$ cat config.mk
export PLATFORM = sky130hd
export DESIGN_NAME = bps_top
export DESIGN_NICKNAME = d
export VERILOG_FILES = /design/src/rtl/bps_pkg.sv /design/src/rtl/bps_top.sv
export SDC_FILE = /design/constraint.sdc
export NUM_CORES = 1
export LEC_CHECK = 0
export BUFFER_PORTS_ARGS = -buffer_cell sky130_fd_sc_hd__buf_2
export CORE_ASPECT_RATIO = 0.75
export CORE_MARGIN = 5
export CORE_UTILIZATION = 45
export DETAILED_ROUTE_END_ITERATION = 8
export GPL_TIMING_DRIVEN = 0
export REMOVE_ABC_BUFFERS = 1
export SYNTH_ARGS = -nofsm -noshare
export SYNTH_HDL_FRONTEND = slang
export SYNTH_SLANG_ARGS = --single-unit
$ cat constraint.sdc
create_clock -name pclk -period 5.3 [get_ports pclk]
set_input_delay 0.53 -clock pclk [delete_from_list [all_inputs] [get_ports pclk]]
set_output_delay 0.53 -clock pclk [all_outputs]
set_load 0.1 [all_outputs]
$ cat src/rtl/bps_pkg.sv
//------------------------------------------------------------------------
// Buck PWM sequencer constants
//------------------------------------------------------------------------
// Notes on behaviour
// - Switching clock comes from internal oscillator, or from sync input when clocked.
// - High-side turns on each clock edge; off at duty, maximum duty or overcurrent.
// - Duty end compares error level against a ramp restarted every switching cycle.
// - Non-synchronous variant: bootstrap refresh switch on in off-time every fourth cycle.
// - Overcurrent turns high-side off at once until the next cycle begins.
// - Synchronous variant: low-side drive waits 25 ns dead time after high-side off.
// - Synchronous variant keeps low-side on for the rest of every off-time.
// - High-side waits for low-side drive low; low-side waits for high-side gate low.
// - Enable is active high: high turns converter on, low turns it off.
// - Enable rising starts the soft-start ramp of the internal reference.
// - Enable low turns high-side off and forces the good flag low.
// - Lockout holds converter off until supply reaches 4.5 V, off below 4.3 V.
// - Soft-start raises the reference in 64 discrete steps.
// - Turn-off by enable or supply steps the reference down to zero gradually.
// - Soft-start and soft-stop each last 4096 internal oscillator cycles.
// - Lost sync clock hands the switching rate back to the internal oscillator.
// - Current limit folds switching frequency back to one quarter.
// - Reset flag released after output good, soft-start done and 200 ms timeout; the code releases it on output good alone in the synchronous variant.
package bps_pkg;

    // Clock and timing.
    localparam int unsigned CLK_PERIOD_NS = 10;
    localparam int unsigned DEAD_TIME_NS = 25;
    localparam int unsigned DEAD_CYC = (DEAD_TIME_NS + CLK_PERIOD_NS - 1) / CLK_PERIOD_NS;
    localparam int unsigned SENSE_LAG_CYC = 4; // Edges through the pin synchroniser.
    localparam int unsigned GOOD_TIMEOUT_MS = 200;
    localparam int unsigned GOOD_TIMEOUT_CYC = GOOD_TIMEOUT_MS * 1000000 / CLK_PERIOD_NS;
    localparam int unsigned SOFT_TOTAL_OSC = 4096;
    localparam int unsigned SOFT_STEPS = 64;
    localparam int unsigned STEP_HOLD_OSC = SOFT_TOTAL_OSC / SOFT_STEPS;
    localparam int unsigned FOLD_DIV = 4;
    localparam int unsigned REFRESH_EVERY = 4;
    localparam int unsigned SYNC_LOSS_PERIODS = 2;

    // Register map, byte addresses.
    localparam logic [7:0] ADDR_CTRL = 8'h00;
    localparam logic [7:0] ADDR_DUTY = 8'h04;
    localparam logic [7:0] ADDR_PERIOD = 8'h08;
    localparam logic [7:0] ADDR_STATUS = 8'h0c;

    // Field positions and reset values.
    localparam int unsigned CTRL_SYNC_VARIANT_BIT = 0;
    localparam logic [7:0] DUTY_RESET = 8'h80;
    localparam logic [7:0] DUTY_MAX = 8'he6;
    localparam logic [15:0] PERIOD_RESET = 16'h0064;
    localparam int unsigned STAT_STATE_LSB = 0;
    localparam int unsigned STAT_STEP_LSB = 8;
    localparam int unsigned STAT_FLAGS_LSB = 16;

    // Sequencer states, Gray coded along off, up, run, down.
    typedef enum logic [1:0] {
        BPS_OFF = 2'b00,
        BPS_RAMP_UP = 2'b01,
        BPS_RUN = 2'b11,
        BPS_RAMP_DOWN = 2'b10
    } bps_state_t;

    // Sensed pins and comparator levels.
    typedef struct packed {
        logic sync_clock;
        logic enable;
        logic supply_above_rise;
        logic supply_above_fall;
        logic overcurrent;
        logic output_above;
        logic low_side_fallen;
        logic high_gate_fallen;
    } bps_sense_t;

    // Gate drive outputs.
    typedef struct packed {
        logic high_side;
        logic low_side_gate_drive;
        logic bootstrap_refresh_switch;
    } bps_gate_t;

endpackage

$ cat src/rtl/bps_top.sv
// The register addresses and the APB slave port were left to the implementer.
`timescale 1ns/1ns
module bps_top
#(
    parameter int unsigned GOOD_TIMEOUT = bps_pkg::GOOD_TIMEOUT_CYC
)
(
    // Clock and reset.
    input wire logic pclk,
    input wire logic presetn,
    // APB slave.
    input wire logic psel,
    input wire logic penable,
    input wire logic pwrite,
    input wire logic [7:0] paddr,
    input wire logic [31:0] pwdata,
    output logic [31:0] prdata,
    output logic pready,
    output logic pslverr,
    // Pins and comparators, asynchronous to pclk.
    input wire bps_pkg::bps_sense_t sense,
    // Gate drives and reference.
    output bps_pkg::bps_gate_t gates,
    output logic [6:0] soft_reference_level,
    // Open-drain good flag, enable low while pulling low.
    output logic output_good_flag_out,
    output logic output_good_flag_oe_n
);
    import bps_pkg::*;

    //--------------------------------------------------------------------
    // Elaboration check
    //--------------------------------------------------------------------
    if (GOOD_TIMEOUT < 1 || GOOD_TIMEOUT > 32'h0fffffff)
    begin : g_bad_timeout
        $error("GOOD_TIMEOUT out of range");
    end

    // True once cnt has reached frac/256 of period.
    function automatic logic bps_frac_reached(input logic [15:0] cnt,
                                              input logic [15:0] period,
                                              input logic [7:0] frac);
        logic [23:0] lhs;
        logic [23:0] rhs;
        lhs = {cnt, 8'h00};
        rhs = {16'h0000, frac} * {8'h00, period};
        return lhs >= rhs;
    endfunction

    //--------------------------------------------------------------------
    // Input synchronisers
    //--------------------------------------------------------------------
    bps_sense_t s1;
    bps_sense_t s2;
    bps_sense_t s3;
    bps_sense_t sn;

    // Three stages; a bit changes once stages two and three agree.
    always_ff @(posedge pclk or negedge presetn)
    begin
        if (!presetn)
        begin
            s1 <= '0;
            s2 <= '0;
            s3 <= '0;
            sn <= '0;
        end
        else
        begin
            s1 <= sense;
            s2 <= s1;
            s3 <= s2;
            sn <= (s2 & s3) | (sn & (s2 | s3));
        end
    end

    //--------------------------------------------------------------------
    // Registers
    //--------------------------------------------------------------------
    logic sync_variant;
    logic [7:0] duty_cmd;
    logic [15:0] osc_period;
    logic [31:0] status_word;
    logic apb_wr;
    logic addr_ok;

    assign apb_wr = psel && penable && pwrite;
    assign addr_ok = paddr == ADDR_CTRL || paddr == ADDR_DUTY
                     || paddr == ADDR_PERIOD || paddr == ADDR_STATUS;
    assign pready = 1'b1;
    assign pslverr = psel && penable && !addr_ok;

    // Software writes take effect at the access edge.
    always_ff @(posedge pclk or negedge presetn)
    begin
        if (!presetn)
        begin
            sync_variant <= 1'b0;
            duty_cmd <= DUTY_RESET;
            osc_period <= PERIOD_RESET;
        end
        else if (apb_wr)
        begin
            if (paddr == ADDR_CTRL)
                sync_variant <= pwdata[CTRL_SYNC_VARIANT_BIT];
            if (paddr == ADDR_DUTY)
                duty_cmd <= pwdata[7:0];
            if (paddr == ADDR_PERIOD && pwdata[15:0] >= 16'h0004)
                osc_period <= pwdata[15:0];
        end
    end

    // Read data registered in the setup cycle, valid during access.
    always_ff @(posedge pclk or negedge presetn)
    begin
        if (!presetn)
            prdata <= '0;
        else if (psel && !penable && !pwrite)
        begin
            case (paddr)
                ADDR_CTRL: prdata <= {31'h0, sync_variant};
                ADDR_DUTY: prdata <= {24'h0, duty_cmd};
                ADDR_PERIOD: prdata <= {16'h0, osc_period};
                ADDR_STATUS: prdata <= status_word;
                default: prdata <= '0;
            endcase
        end
    end

    //--------------------------------------------------------------------
    // Oscillator, sync and foldback
    //--------------------------------------------------------------------
    logic [15:0] osc_cnt;
    logic osc_tick;
    logic sync_prev;
    logic sync_rise;
    logic sync_active;
    logic [16:0] sync_gap;
    logic cycle_tick;
    logic fold;
    logic [1:0] fold_cnt;
    logic sw_start;
    logic oc_block;

    assign osc_tick = osc_cnt == osc_period - 16'h0001;
    assign sync_rise = sn.sync_clock && !sync_prev;
    assign cycle_tick = sync_active ? sync_rise : osc_tick;
    assign sw_start = cycle_tick && (!fold || fold_cnt == 2'(FOLD_DIV - 1));

    // Internal oscillator runs freely at the programmed period.
    always_ff @(posedge pclk or negedge presetn)
    begin
        if (!presetn)
            osc_cnt <= '0;
        else if (osc_tick || osc_cnt >= osc_period)
            osc_cnt <= '0;
        else
            osc_cnt <= osc_cnt + 16'h0001;
    end

    // Sync edges take over; a long gap returns control to the oscillator.
    always_ff @(posedge pclk or negedge presetn)
    begin
        if (!presetn)
        begin
            sync_prev <= 1'b0;
            sync_active <= 1'b0;
            sync_gap <= '0;
        end
        else
        begin
            sync_prev <= sn.sync_clock;
            if (sync_rise)
            begin
                sync_active <= 1'b1;
                sync_gap <= '0;
            end
            else if (sync_gap >= 17'(SYNC_LOSS_PERIODS) * {1'b0, osc_period})
                sync_active <= 1'b0;
            else
                sync_gap <= sync_gap + 17'h00001;
        end
    end

    // Foldback engages on current limit and leaves after a clean cycle.
    always_ff @(posedge pclk or negedge presetn)
    begin
        if (!presetn)
        begin
            fold <= 1'b0;
            fold_cnt <= '0;
        end
        else
        begin
            if (cycle_tick)
                fold_cnt <= fold_cnt + 2'h1;
            if (sn.overcurrent)
                fold <= 1'b1;
            else if (sw_start && !oc_block)
                fold <= 1'b0;
        end
    end

    //--------------------------------------------------------------------
    // Lockout and soft sequencer
    //--------------------------------------------------------------------
    logic lockout;
    logic enabled;
    bps_state_t state;
    logic [6:0] step;
    logic [5:0] hold_cnt;
    logic step_due;

    assign enabled = sn.enable && !lockout;
    assign step_due = osc_tick && hold_cnt == 6'(STEP_HOLD_OSC - 1);
    assign soft_reference_level = step;

    // Lockout with hysteresis between the two supply thresholds.
    always_ff @(posedge pclk or negedge presetn)
    begin
        if (!presetn)
            lockout <= 1'b1;
        else if (!sn.supply_above_fall)
            lockout <= 1'b1;
        else if (sn.supply_above_rise)
            lockout <= 1'b0;
    end

    // Reference ramps up on enable, down on turn-off, one step per hold.
    always_ff @(posedge pclk or negedge presetn)
    begin
        if (!presetn)
        begin
            state <= BPS_OFF;
            step <= '0;
            hold_cnt <= '0;
        end
        else
        begin
            if (osc_tick)
                hold_cnt <= hold_cnt + 6'h01;
            case (state)
                BPS_OFF:
                begin
                    step <= '0;
                    hold_cnt <= '0;
                    if (enabled)
                        state <= BPS_RAMP_UP;
                end
                BPS_RAMP_UP:
                begin
                    if (!enabled)
                        state <= BPS_RAMP_DOWN;
                    else if (step == 7'(SOFT_STEPS))
                        state <= BPS_RUN;
                    else if (step_due)
                        step <= step + 7'h01;
                end
                BPS_RUN:
                begin
                    if (!enabled)
                        state <= BPS_RAMP_DOWN;
                end
                BPS_RAMP_DOWN:
                begin
                    if (enabled)
                        state <= BPS_RAMP_UP;
                    else if (step == 7'h00)
                        state <= BPS_OFF;
                    else if (step_due)
                        step <= step - 7'h01;
                end
                default: state <= BPS_OFF;
            endcase
        end
    end

    //--------------------------------------------------------------------
    // Pulse generation and gate drives
    //--------------------------------------------------------------------
    logic switching;
    logic [15:0] ramp_cnt;
    logic hs_pend;
    logic pulse_end;
    logic [2:0] dead_cnt;
    logic [1:0] refresh_cnt;
    logic off_settled;

    assign switching = enabled && (state == BPS_RAMP_UP || state == BPS_RUN);
    assign pulse_end = bps_frac_reached(ramp_cnt, osc_period, duty_cmd)
                       || bps_frac_reached(ramp_cnt, osc_period, DUTY_MAX);
    // The count also waits out the synchroniser lag, so a stale fallen level cannot end it early.
    assign off_settled = dead_cnt == 3'(DEAD_CYC + SENSE_LAG_CYC);

    // Ramp restarts at each switching cycle.
    always_ff @(posedge pclk or negedge presetn)
    begin
        if (!presetn)
            ramp_cnt <= '0;
        else if (sw_start)
            ramp_cnt <= '0;
        else if (ramp_cnt != 16'hffff)
            ramp_cnt <= ramp_cnt + 16'h0001;
    end

    // On-request and overcurrent block per switching cycle.
    always_ff @(posedge pclk or negedge presetn)
    begin
        if (!presetn)
        begin
            hs_pend <= 1'b0;
            oc_block <= 1'b0;
        end
        else
        begin
            if (!switching)
                hs_pend <= 1'b0;
            else if (sw_start)
                hs_pend <= 1'b1;
            else if (pulse_end || sn.overcurrent || oc_block)
                hs_pend <= 1'b0;
            if (sn.overcurrent)
                oc_block <= 1'b1;
            else if (sw_start)
                oc_block <= 1'b0;
        end
    end

    // Dead-time count runs once the high-side gate has fallen.
    always_ff @(posedge pclk or negedge presetn)
    begin
        if (!presetn)
            dead_cnt <= '0;
        else if (hs_pend || gates.high_side || !sn.high_gate_fallen)
            dead_cnt <= '0;
        else if (!off_settled)
            dead_cnt <= dead_cnt + 3'h1;
    end

    // Refresh cycle counter advances once per switching cycle.
    always_ff @(posedge pclk or negedge presetn)
    begin
        if (!presetn)
            refresh_cnt <= '0;
        else if (sw_start)
            refresh_cnt <= refresh_cnt + 2'h1;
    end

    // Gate drives; the low side is released before the high side turns on.
    always_ff @(posedge pclk or negedge presetn)
    begin
        if (!presetn)
            gates <= '0;
        else
        begin
            gates.high_side <= switching && hs_pend && !sn.overcurrent && !oc_block
                               && !pulse_end && !gates.low_side_gate_drive
                               && (!sync_variant || sn.low_side_fallen);
            gates.low_side_gate_drive <= switching && sync_variant && !hs_pend
                                         && off_settled;
            gates.bootstrap_refresh_switch <= switching && !sync_variant && !hs_pend
                                              && off_settled
                                              && refresh_cnt == 2'(REFRESH_EVERY - 1);
        end
    end

    //--------------------------------------------------------------------
    // Good flag and status
    //--------------------------------------------------------------------
    logic [27:0] good_cnt;
    logic good;

    // Reset style waits out the timeout; power-good style follows the output.
    always_ff @(posedge pclk or negedge presetn)
    begin
        if (!presetn)
        begin
            good_cnt <= '0;
            good <= 1'b0;
        end
        else if (!enabled || !sn.output_above)
        begin
            good_cnt <= '0;
            good <= 1'b0;
        end
        else if (sync_variant)
            good <= 1'b1;
        else if (state != BPS_RUN)
            good_cnt <= '0;
        else if (good_cnt == 28'(GOOD_TIMEOUT - 1))
            good <= 1'b1;
        else
            good_cnt <= good_cnt + 28'h0000001;
    end

    assign output_good_flag_out = 1'b0;
    assign output_good_flag_oe_n = good;

    assign status_word = {8'h0, 2'b0, lockout, sync_active, fold, good,
                          gates.high_side, gates.low_side_gate_drive,
                          1'b0, step, 6'h0, state};
endmodule

Word level (Yosys, flattened, before mapping)
Cells that the tools add are included.

Bits of input ports: 53. Register bits: 198. Logic and storage cells: 224. Output and inout bits: 46.

Magnitude comparators: 5. Multipliers: 2. Equal/unequal tests: 32. Bitwise operators: 4. $add $sub $neg: 11. Multiplexer cells: 44. Reductions and logical operators: 70.

Operator list (number): two-way mux 28 bit (4); one-hot mux 22 bit (4 select lines) (1); >= comparator 24 bit (2); two-way mux 16 bit (3); two-way mux 7 bit (6); two-way mux 17 bit (2); adder 16 x 1 -> 16 bit (second input constant) (2); adder 28 x 1 -> 28 bit (second input constant) (1); == test 28 x 25 -> 1 bit (second input constant) (1); logical AND 1 bit (25); multiplier 8 x 16 -> 24 bit (1); multiplier 7 x 16 -> 23 bit (first input constant) (1); one-hot mux 7 bit (3 select lines) (1); != test 2 bit (second input constant) (10); adder 17 x 1 -> 17 bit (second input constant) (1); >= comparator 17 bit (1); AND 8 bit (2); == test 16 bit (1); == test 8 x 4 -> 1 bit (second input constant) (2); >= comparator 16 bit (1); >= comparator 16 x 3 -> 1 bit (second input constant) (1); two-way mux 1 bit (16); != test 16 bit (second input constant) (1); bitwise OR 8 bit (2); other kinds (29) (80).

Depth between registers and ports, before layout
Depth in word-level cells: 9. Gate-level depth with buffers: 26. Mapped depth without buffers: 25.

Least setup slack after synthesis
Ideal clock, no wire load.

Kind: register -> register. Start: register duty_cmd[7]. End: register gates[2] (netlist name). Stages on the path, launching flop included: 22. Data arrival time: 5.743 ns. Required time: 5.207 ns. Path buffers: 1. Setup time: 0.093 ns. Setup slack: -0.535 ns. Path through: dfstp_2 > clkbuf_1 > nand2_1 > fa_1 > fa_1 > inv_1 > fa_1 > inv_1 > fa_1 > inv_1 > ha_1 > or3_1 > o211ai_1 > a21boi_0 > o21a_1 > o311a_1 > ha_1 > a2111oi_0 > o21ai_0 > a22oi_1 > o311ai_0 > nor3_1.

Longest elaborated chain between the ends: 7.

Ends and longest elaborated chain: start: declaration (RTL line bps_top.sv:81) `logic [7:0] duty_cmd;`; start signal: assignment (RTL line bps_top.sv:107) `duty_cmd <= pwdata[7:0];`; multiplier 8 x 16 -> 24 bit (RTL line bps_top.sv:46) `rhs = {16'h0000, frac} * {8'h00, period};`; >= comparator 24 bit (RTL line bps_top.sv:47) `return lhs >= rhs;`; logical OR 1 bit (RTL line bps_top.sv:291) `|| bps_frac_reached(ramp_cnt, osc_period, DUTY_MAX);`; zero test 1 bit (RTL line bps_top.sv:357) `&& !pulse_end && !gates.low_side_gate_drive`; logical AND 1 bit (2 in series) (RTL line bps_top.sv:357); logical AND 1 bit (RTL line bps_top.sv:358) `&& (!sync_variant || sn.low_side_fallen);`; end: declaration (RTL line bps_top.sv:23) `output bps_pkg::bps_gate_t gates,`.

Every way passes these cells. A chain may end at the register's enable or synchronous reset.

Worst setup path after layout
Start: register duty_cmd[7]. End: register hs_pend.

Longest elaborated chain between the ends: 6.

Ends and longest elaborated chain: multiplier 8 x 16 -> 24 bit (RTL line bps_top.sv:46); >= comparator 24 bit (RTL line bps_top.sv:47); logical OR 1 bit (RTL line bps_top.sv:291); logical OR 1 bit (2 in series) (RTL line bps_top.sv:320) `else if (pulse_end || sn.overcurrent || oc_block)`; != test 3 x 2 -> 1 bit (no source line); end signal: assignment (RTL line bps_top.sv:317) `hs_pend <= 1'b0;`; end signal: assignment (RTL line bps_top.sv:319) `hs_pend <= 1'b1;`; end signal: assignment (RTL line bps_top.sv:321) `hs_pend <= 1'b0;`; end: declaration (RTL line bps_top.sv:283) `logic hs_pend;`.

Every way passes these cells.

==> qor.txt <==
Result of the run: complete, but fails checks
Violated checks: setup timing
Worst setup path startpoint: duty_cmd[7]
Final number of hold-violating endpoints: 0
Horizontal extent of the die: 238 um
Count of hold buffers inserted by post-cts repair: 0
Type of element capturing the critical path: flop
DRT iter0 DRCs: 921
Number of enable-type register cells in the synthesized netlist: 0
Relative area change from synthesis to final layout: 13.4%
Clock Tree Buf Depth: 2
Worst Reg-to-Reg Cells: 22
Worst-Skew Late Latency: 450 ps
Total DRC errors in the routed layout: 0
FF/Latch Area: 4780 sq um
Startpoint type of the worst setup path: flop
Maxcap violations: 0
Final layout net count: 2319
Number of warning messages in the yosys log: 0
Number of I/O pins: 99
Row count: 62
Syn avg cell area: 9.48 sq um
Area of the placeable core: 38400 sq um
Worst R2R Setup Slack: -880 ps
Final instance area: 19900 sq um
Port Buffers: 70
Fmax: 162 MHz
Total routing resource utilization after global routing: 0.212
H-tree depth: 4
Cell chosen for the clock root: sky130_fd_sc_hd__clkbuf_16
Worst Path Required: 5690 ps
Total clock buffers created by CTS: 17
Max Slew Vio Count: 0
RSZ-0062 raised after global routing: true
Fraction of the yosys area taken by sequential cells: 0.269
Global-route wire length before repair: 73.1 mm
Number of vias in the routed layout: 13683
Placed Instance Area: 18200 sq um
Detailed Route WL: 45.6 mm
Count of nets left with antenna violations after detail routing: 0
Worst Path Class, Setup: reg2reg
TritonRoute pass-1 iters: 7
Number of antenna violations at the first check in global routing: 1
Area of the die: 43000 sq um
Mapped Area: 17500 sq um
Power density normalized to cell area: 211 nW/um^2
Detailed placer's ending HPWL: 32.2 mm
# clock sinks: 188
Maximum fanout count along the critical path: 6
Via count of the first global-routing pass: 13256
Die height: 181 um
Gate Count Post-Synth: 1847
Antenna diodes: 0
Post-synth cell types: 74
Actual transition at the worst max-transition pin: 1250 ps
Relative slew slack: 0.160
CTS tree: built
Static leakage: 9.73 nW
RD Place Congestion: 0.859
Final Skew: 10.2 ps
Clock slew at reported path FFs: 70 ps
Shortest period the worst path allows: 6180 ps
Register bit total from synthesis: 188
Dominant register cell in the synthesized netlist: sky130_fd_sc_hd__dfrtp_1
Worst min-delay path class: in2async
Multi-input logic area: 12100 sq um
Average wire per cell in the routed design: 18.5 um
Final core utilization: 0.517
Share of the clock period used by the worst path after layout: 1.17
Final worst slack: -878 ps
Share of layout cells above drive strength 1: 0.156
Arrival @ worst endpoint: 6560 ps
Worst Setup EP: hs_pend
Peak supply drop: 216 uV
Vias/cell: 5.54
FILL cells: 3528
Initial Utilization: 0.456
Maximum number of pins on one net before global-route repair: 116
Ys async rst share: 1.00
Overflow after GRT: 0
Capture instance of the worst register-to-register path: hs_pend
Worst hold-check slack: 24.6 ps
Final number of setup-violating endpoints: 2
Startpoint of the worst-slack reg-to-reg timing path: duty_cmd[7]
## cell usage in the layout (no fill, tap or decap), types with 24 or more instances in the layout
master | synthesis | final
sky130_fd_sc_hd__a21o_1 | 42 | 42
sky130_fd_sc_hd__a21oi_1 | 91 | 84
sky130_fd_sc_hd__and2_1 | 109 | 105
sky130_fd_sc_hd__and3_1 | 28 | 28
sky130_fd_sc_hd__buf_2 | 0 | 69
sky130_fd_sc_hd__buf_4 | 13 | 61
sky130_fd_sc_hd__dfrtp_1 | 183 | 165
sky130_fd_sc_hd__fa_1 | 122 | 119
sky130_fd_sc_hd__ha_1 | 201 | 185
sky130_fd_sc_hd__inv_1 | 191 | 182
sky130_fd_sc_hd__mux2_2 | 28 | 28
sky130_fd_sc_hd__mux2i_1 | 24 | 24
sky130_fd_sc_hd__nand2_1 | 122 | 120
sky130_fd_sc_hd__nand3_1 | 32 | 32
sky130_fd_sc_hd__nand4_1 | 34 | 34
sky130_fd_sc_hd__nor2_1 | 105 | 103
sky130_fd_sc_hd__nor3_1 | 37 | 37
sky130_fd_sc_hd__o21ai_0 | 62 | 53
sky130_fd_sc_hd__xnor2_1 | 48 | 44
sky130_fd_sc_hd__xor2_1 | 47 | 47
## flip-flops by register name, indices dropped and copies added (netlist names), 2 cells and up
signal and flops:
state 2, good_cnt 28, gates 3, refresh_cnt 2, soft_reference_level 7, ramp_cnt 16
fold_cnt 2, duty_cmd 8, osc_period 16, s3 8, sync_gap 17, hold_cnt 6
dead_cnt 3, s2 8, prdata 22, osc_cnt 16, sn 8, s1 8
## metal layers
metal	track usage	routed length, um	vias to the layer above
met5	0	0	-
met1	0.340	23300	6750
met3	0.0512	3280	46
met2	0.289	18500	372
li1	-	-	6515
met4	0.0383	557	0
## cells by family (layout without fill, tap and decap cells)
kind of cell               after synthesis  in the layout  synth area share
AOI/OAI and AO/OA                      324            324             0.123
xor gates and xnor gates                95             95            0.0475
adders and majority gates              331            331             0.288
buffers and inverters                  265            364            0.0609
DFF                                    188            188             0.269
muxes                                   54             54            0.0337
other                                    2             12          0.000429
and+or+nand+nor                        588            588             0.178
## per-stage QoR
stage / instances / power [mW] / worst slack, ps / setup TNS, ps
after floorplan: 1783 / 2.55 / -392 / -782
after global placement: 2365 / 2.84 / -1990 / -3970
after detailed placement: 2366 / 2.88 / -2070 / -4140
after CTS: 2457 / 4.22 / -799 / -1560
after global routing: 2468 / 4.44 / -1030 / -2030
final: 2468 / 4.18 / -878 / -1720
## worst min-delay path by stage
stage                  from                      end  slack, ps
floorplan           presetn              dead_cnt[0]        230
global placement      s1[1]                    s2[1]        330
detailed placement    s1[2]                    s2[2]        340
CTS                 presetn  soft_reference_level[4]         40
global route        presetn  soft_reference_level[4]         70
finish              presetn  soft_reference_level[6]         20
## cell usage after synthesis (6+ instances only)
| cell | instances | share of area |
|---|---|---|
| sky130_fd_sc_hd__maj3_1 | 8 | 0.0046 |
| sky130_fd_sc_hd__or2_2 | 6 | 0.0021 |
| sky130_fd_sc_hd__o31ai_1 | 13 | 0.0056 |
| sky130_fd_sc_hd__nor3_1 | 37 | 0.011 |
| sky130_fd_sc_hd__ha_1 | 201 | 0.14 |
| sky130_fd_sc_hd__o21ai_0 | 62 | 0.018 |
| sky130_fd_sc_hd__inv_1 | 191 | 0.041 |
| sky130_fd_sc_hd__nor2_1 | 105 | 0.023 |
| sky130_fd_sc_hd__nor4_1 | 15 | 0.0054 |
| sky130_fd_sc_hd__a21o_1 | 42 | 0.018 |
| sky130_fd_sc_hd__and2_1 | 109 | 0.039 |
| sky130_fd_sc_hd__nand2_1 | 122 | 0.026 |
| sky130_fd_sc_hd__xor2_1 | 47 | 0.024 |
| sky130_fd_sc_hd__o211ai_1 | 9 | 0.0039 |
| sky130_fd_sc_hd__nand3_1 | 32 | 0.0091 |
| sky130_fd_sc_hd__o311ai_0 | 6 | 0.0030 |
| sky130_fd_sc_hd__buf_4 | 13 | 0.0056 |
| sky130_fd_sc_hd__nand4_1 | 34 | 0.012 |
| sky130_fd_sc_hd__a31o_2 | 6 | 0.0030 |
| sky130_fd_sc_hd__and4_1 | 8 | 0.0040 |
| sky130_fd_sc_hd__and3_1 | 28 | 0.010 |
| sky130_fd_sc_hd__mux2_2 | 28 | 0.018 |
| sky130_fd_sc_hd__a21oi_1 | 91 | 0.026 |
| sky130_fd_sc_hd__o21bai_1 | 7 | 0.0030 |
| sky130_fd_sc_hd__a22oi_1 | 7 | 0.0030 |
| sky130_fd_sc_hd__mux2i_1 | 24 | 0.014 |
| sky130_fd_sc_hd__o21a_1 | 10 | 0.0043 |
| sky130_fd_sc_hd__or3_1 | 23 | 0.0082 |
| sky130_fd_sc_hd__nor2b_1 | 20 | 0.0071 |
| sky130_fd_sc_hd__a22o_1 | 12 | 0.0060 |
| sky130_fd_sc_hd__fa_1 | 122 | 0.14 |
| sky130_fd_sc_hd__xnor2_1 | 48 | 0.024 |
| sky130_fd_sc_hd__a211oi_1 | 8 | 0.0034 |
| sky130_fd_sc_hd__a31oi_1 | 12 | 0.0043 |
| sky130_fd_sc_hd__nand2b_1 | 23 | 0.0082 |
| sky130_fd_sc_hd__clkbuf_1 | 56 | 0.012 |
| sky130_fd_sc_hd__dfrtp_1 | 183 | 0.26 |
## report_power, final
| part | leakage [nW] | internal [mW] | switching [mW] |
|---|---|---|---|
| registers | 2.45 | 1.54 | 0.152 |
| logic | 7.01 | 0.441 | 0.756 |
| clock network | 0.271 | 0.692 | 0.602 |
## final cells by class
class	instances	share of cell area
clock buffers	22	0.0239
clock inverters	10	0.00535
inverters	191	0.0368
multi-input cells	1404	0.611
flip-flops and latches	188	0.241
well taps	512	0.0322
repair buffers	141	0.0499
## what timing repair did
action	4_1_cts	5_1_grt
cloned	0	0
buffers inserted	59	11
endpoints found under the setup margin	2	2
hold endpoints to repair	0	0
pin swaps	40	44
resized for setup	97	23
## worst max-delay path, stage by stage, from the launching register on
cell                       delay (ps)
sky130_fd_sc_hd__dfstp_4          680
sky130_fd_sc_hd__buf_12           120
sky130_fd_sc_hd__and2_4           130
sky130_fd_sc_hd__fa_1             440
sky130_fd_sc_hd__fa_1             540
sky130_fd_sc_hd__fa_1             540
sky130_fd_sc_hd__inv_2             50
sky130_fd_sc_hd__fa_1             500
sky130_fd_sc_hd__inv_2             50
sky130_fd_sc_hd__ha_4             160
sky130_fd_sc_hd__or3_4            330
sky130_fd_sc_hd__o21a_1           200
sky130_fd_sc_hd__a31o_2           270
sky130_fd_sc_hd__a41oi_2          240
sky130_fd_sc_hd__nand2b_1         130
sky130_fd_sc_hd__xnor2_2          260
sky130_fd_sc_hd__ha_1             300
sky130_fd_sc_hd__nand4_1          210
sky130_fd_sc_hd__a21oi_2           70
sky130_fd_sc_hd__and3_1           200
sky130_fd_sc_hd__a22oi_2          280
sky130_fd_sc_hd__o311ai_4         190
sky130_fd_sc_hd__a21bo_1          210
Note: power is estimated with default switching activity, not from simulation.
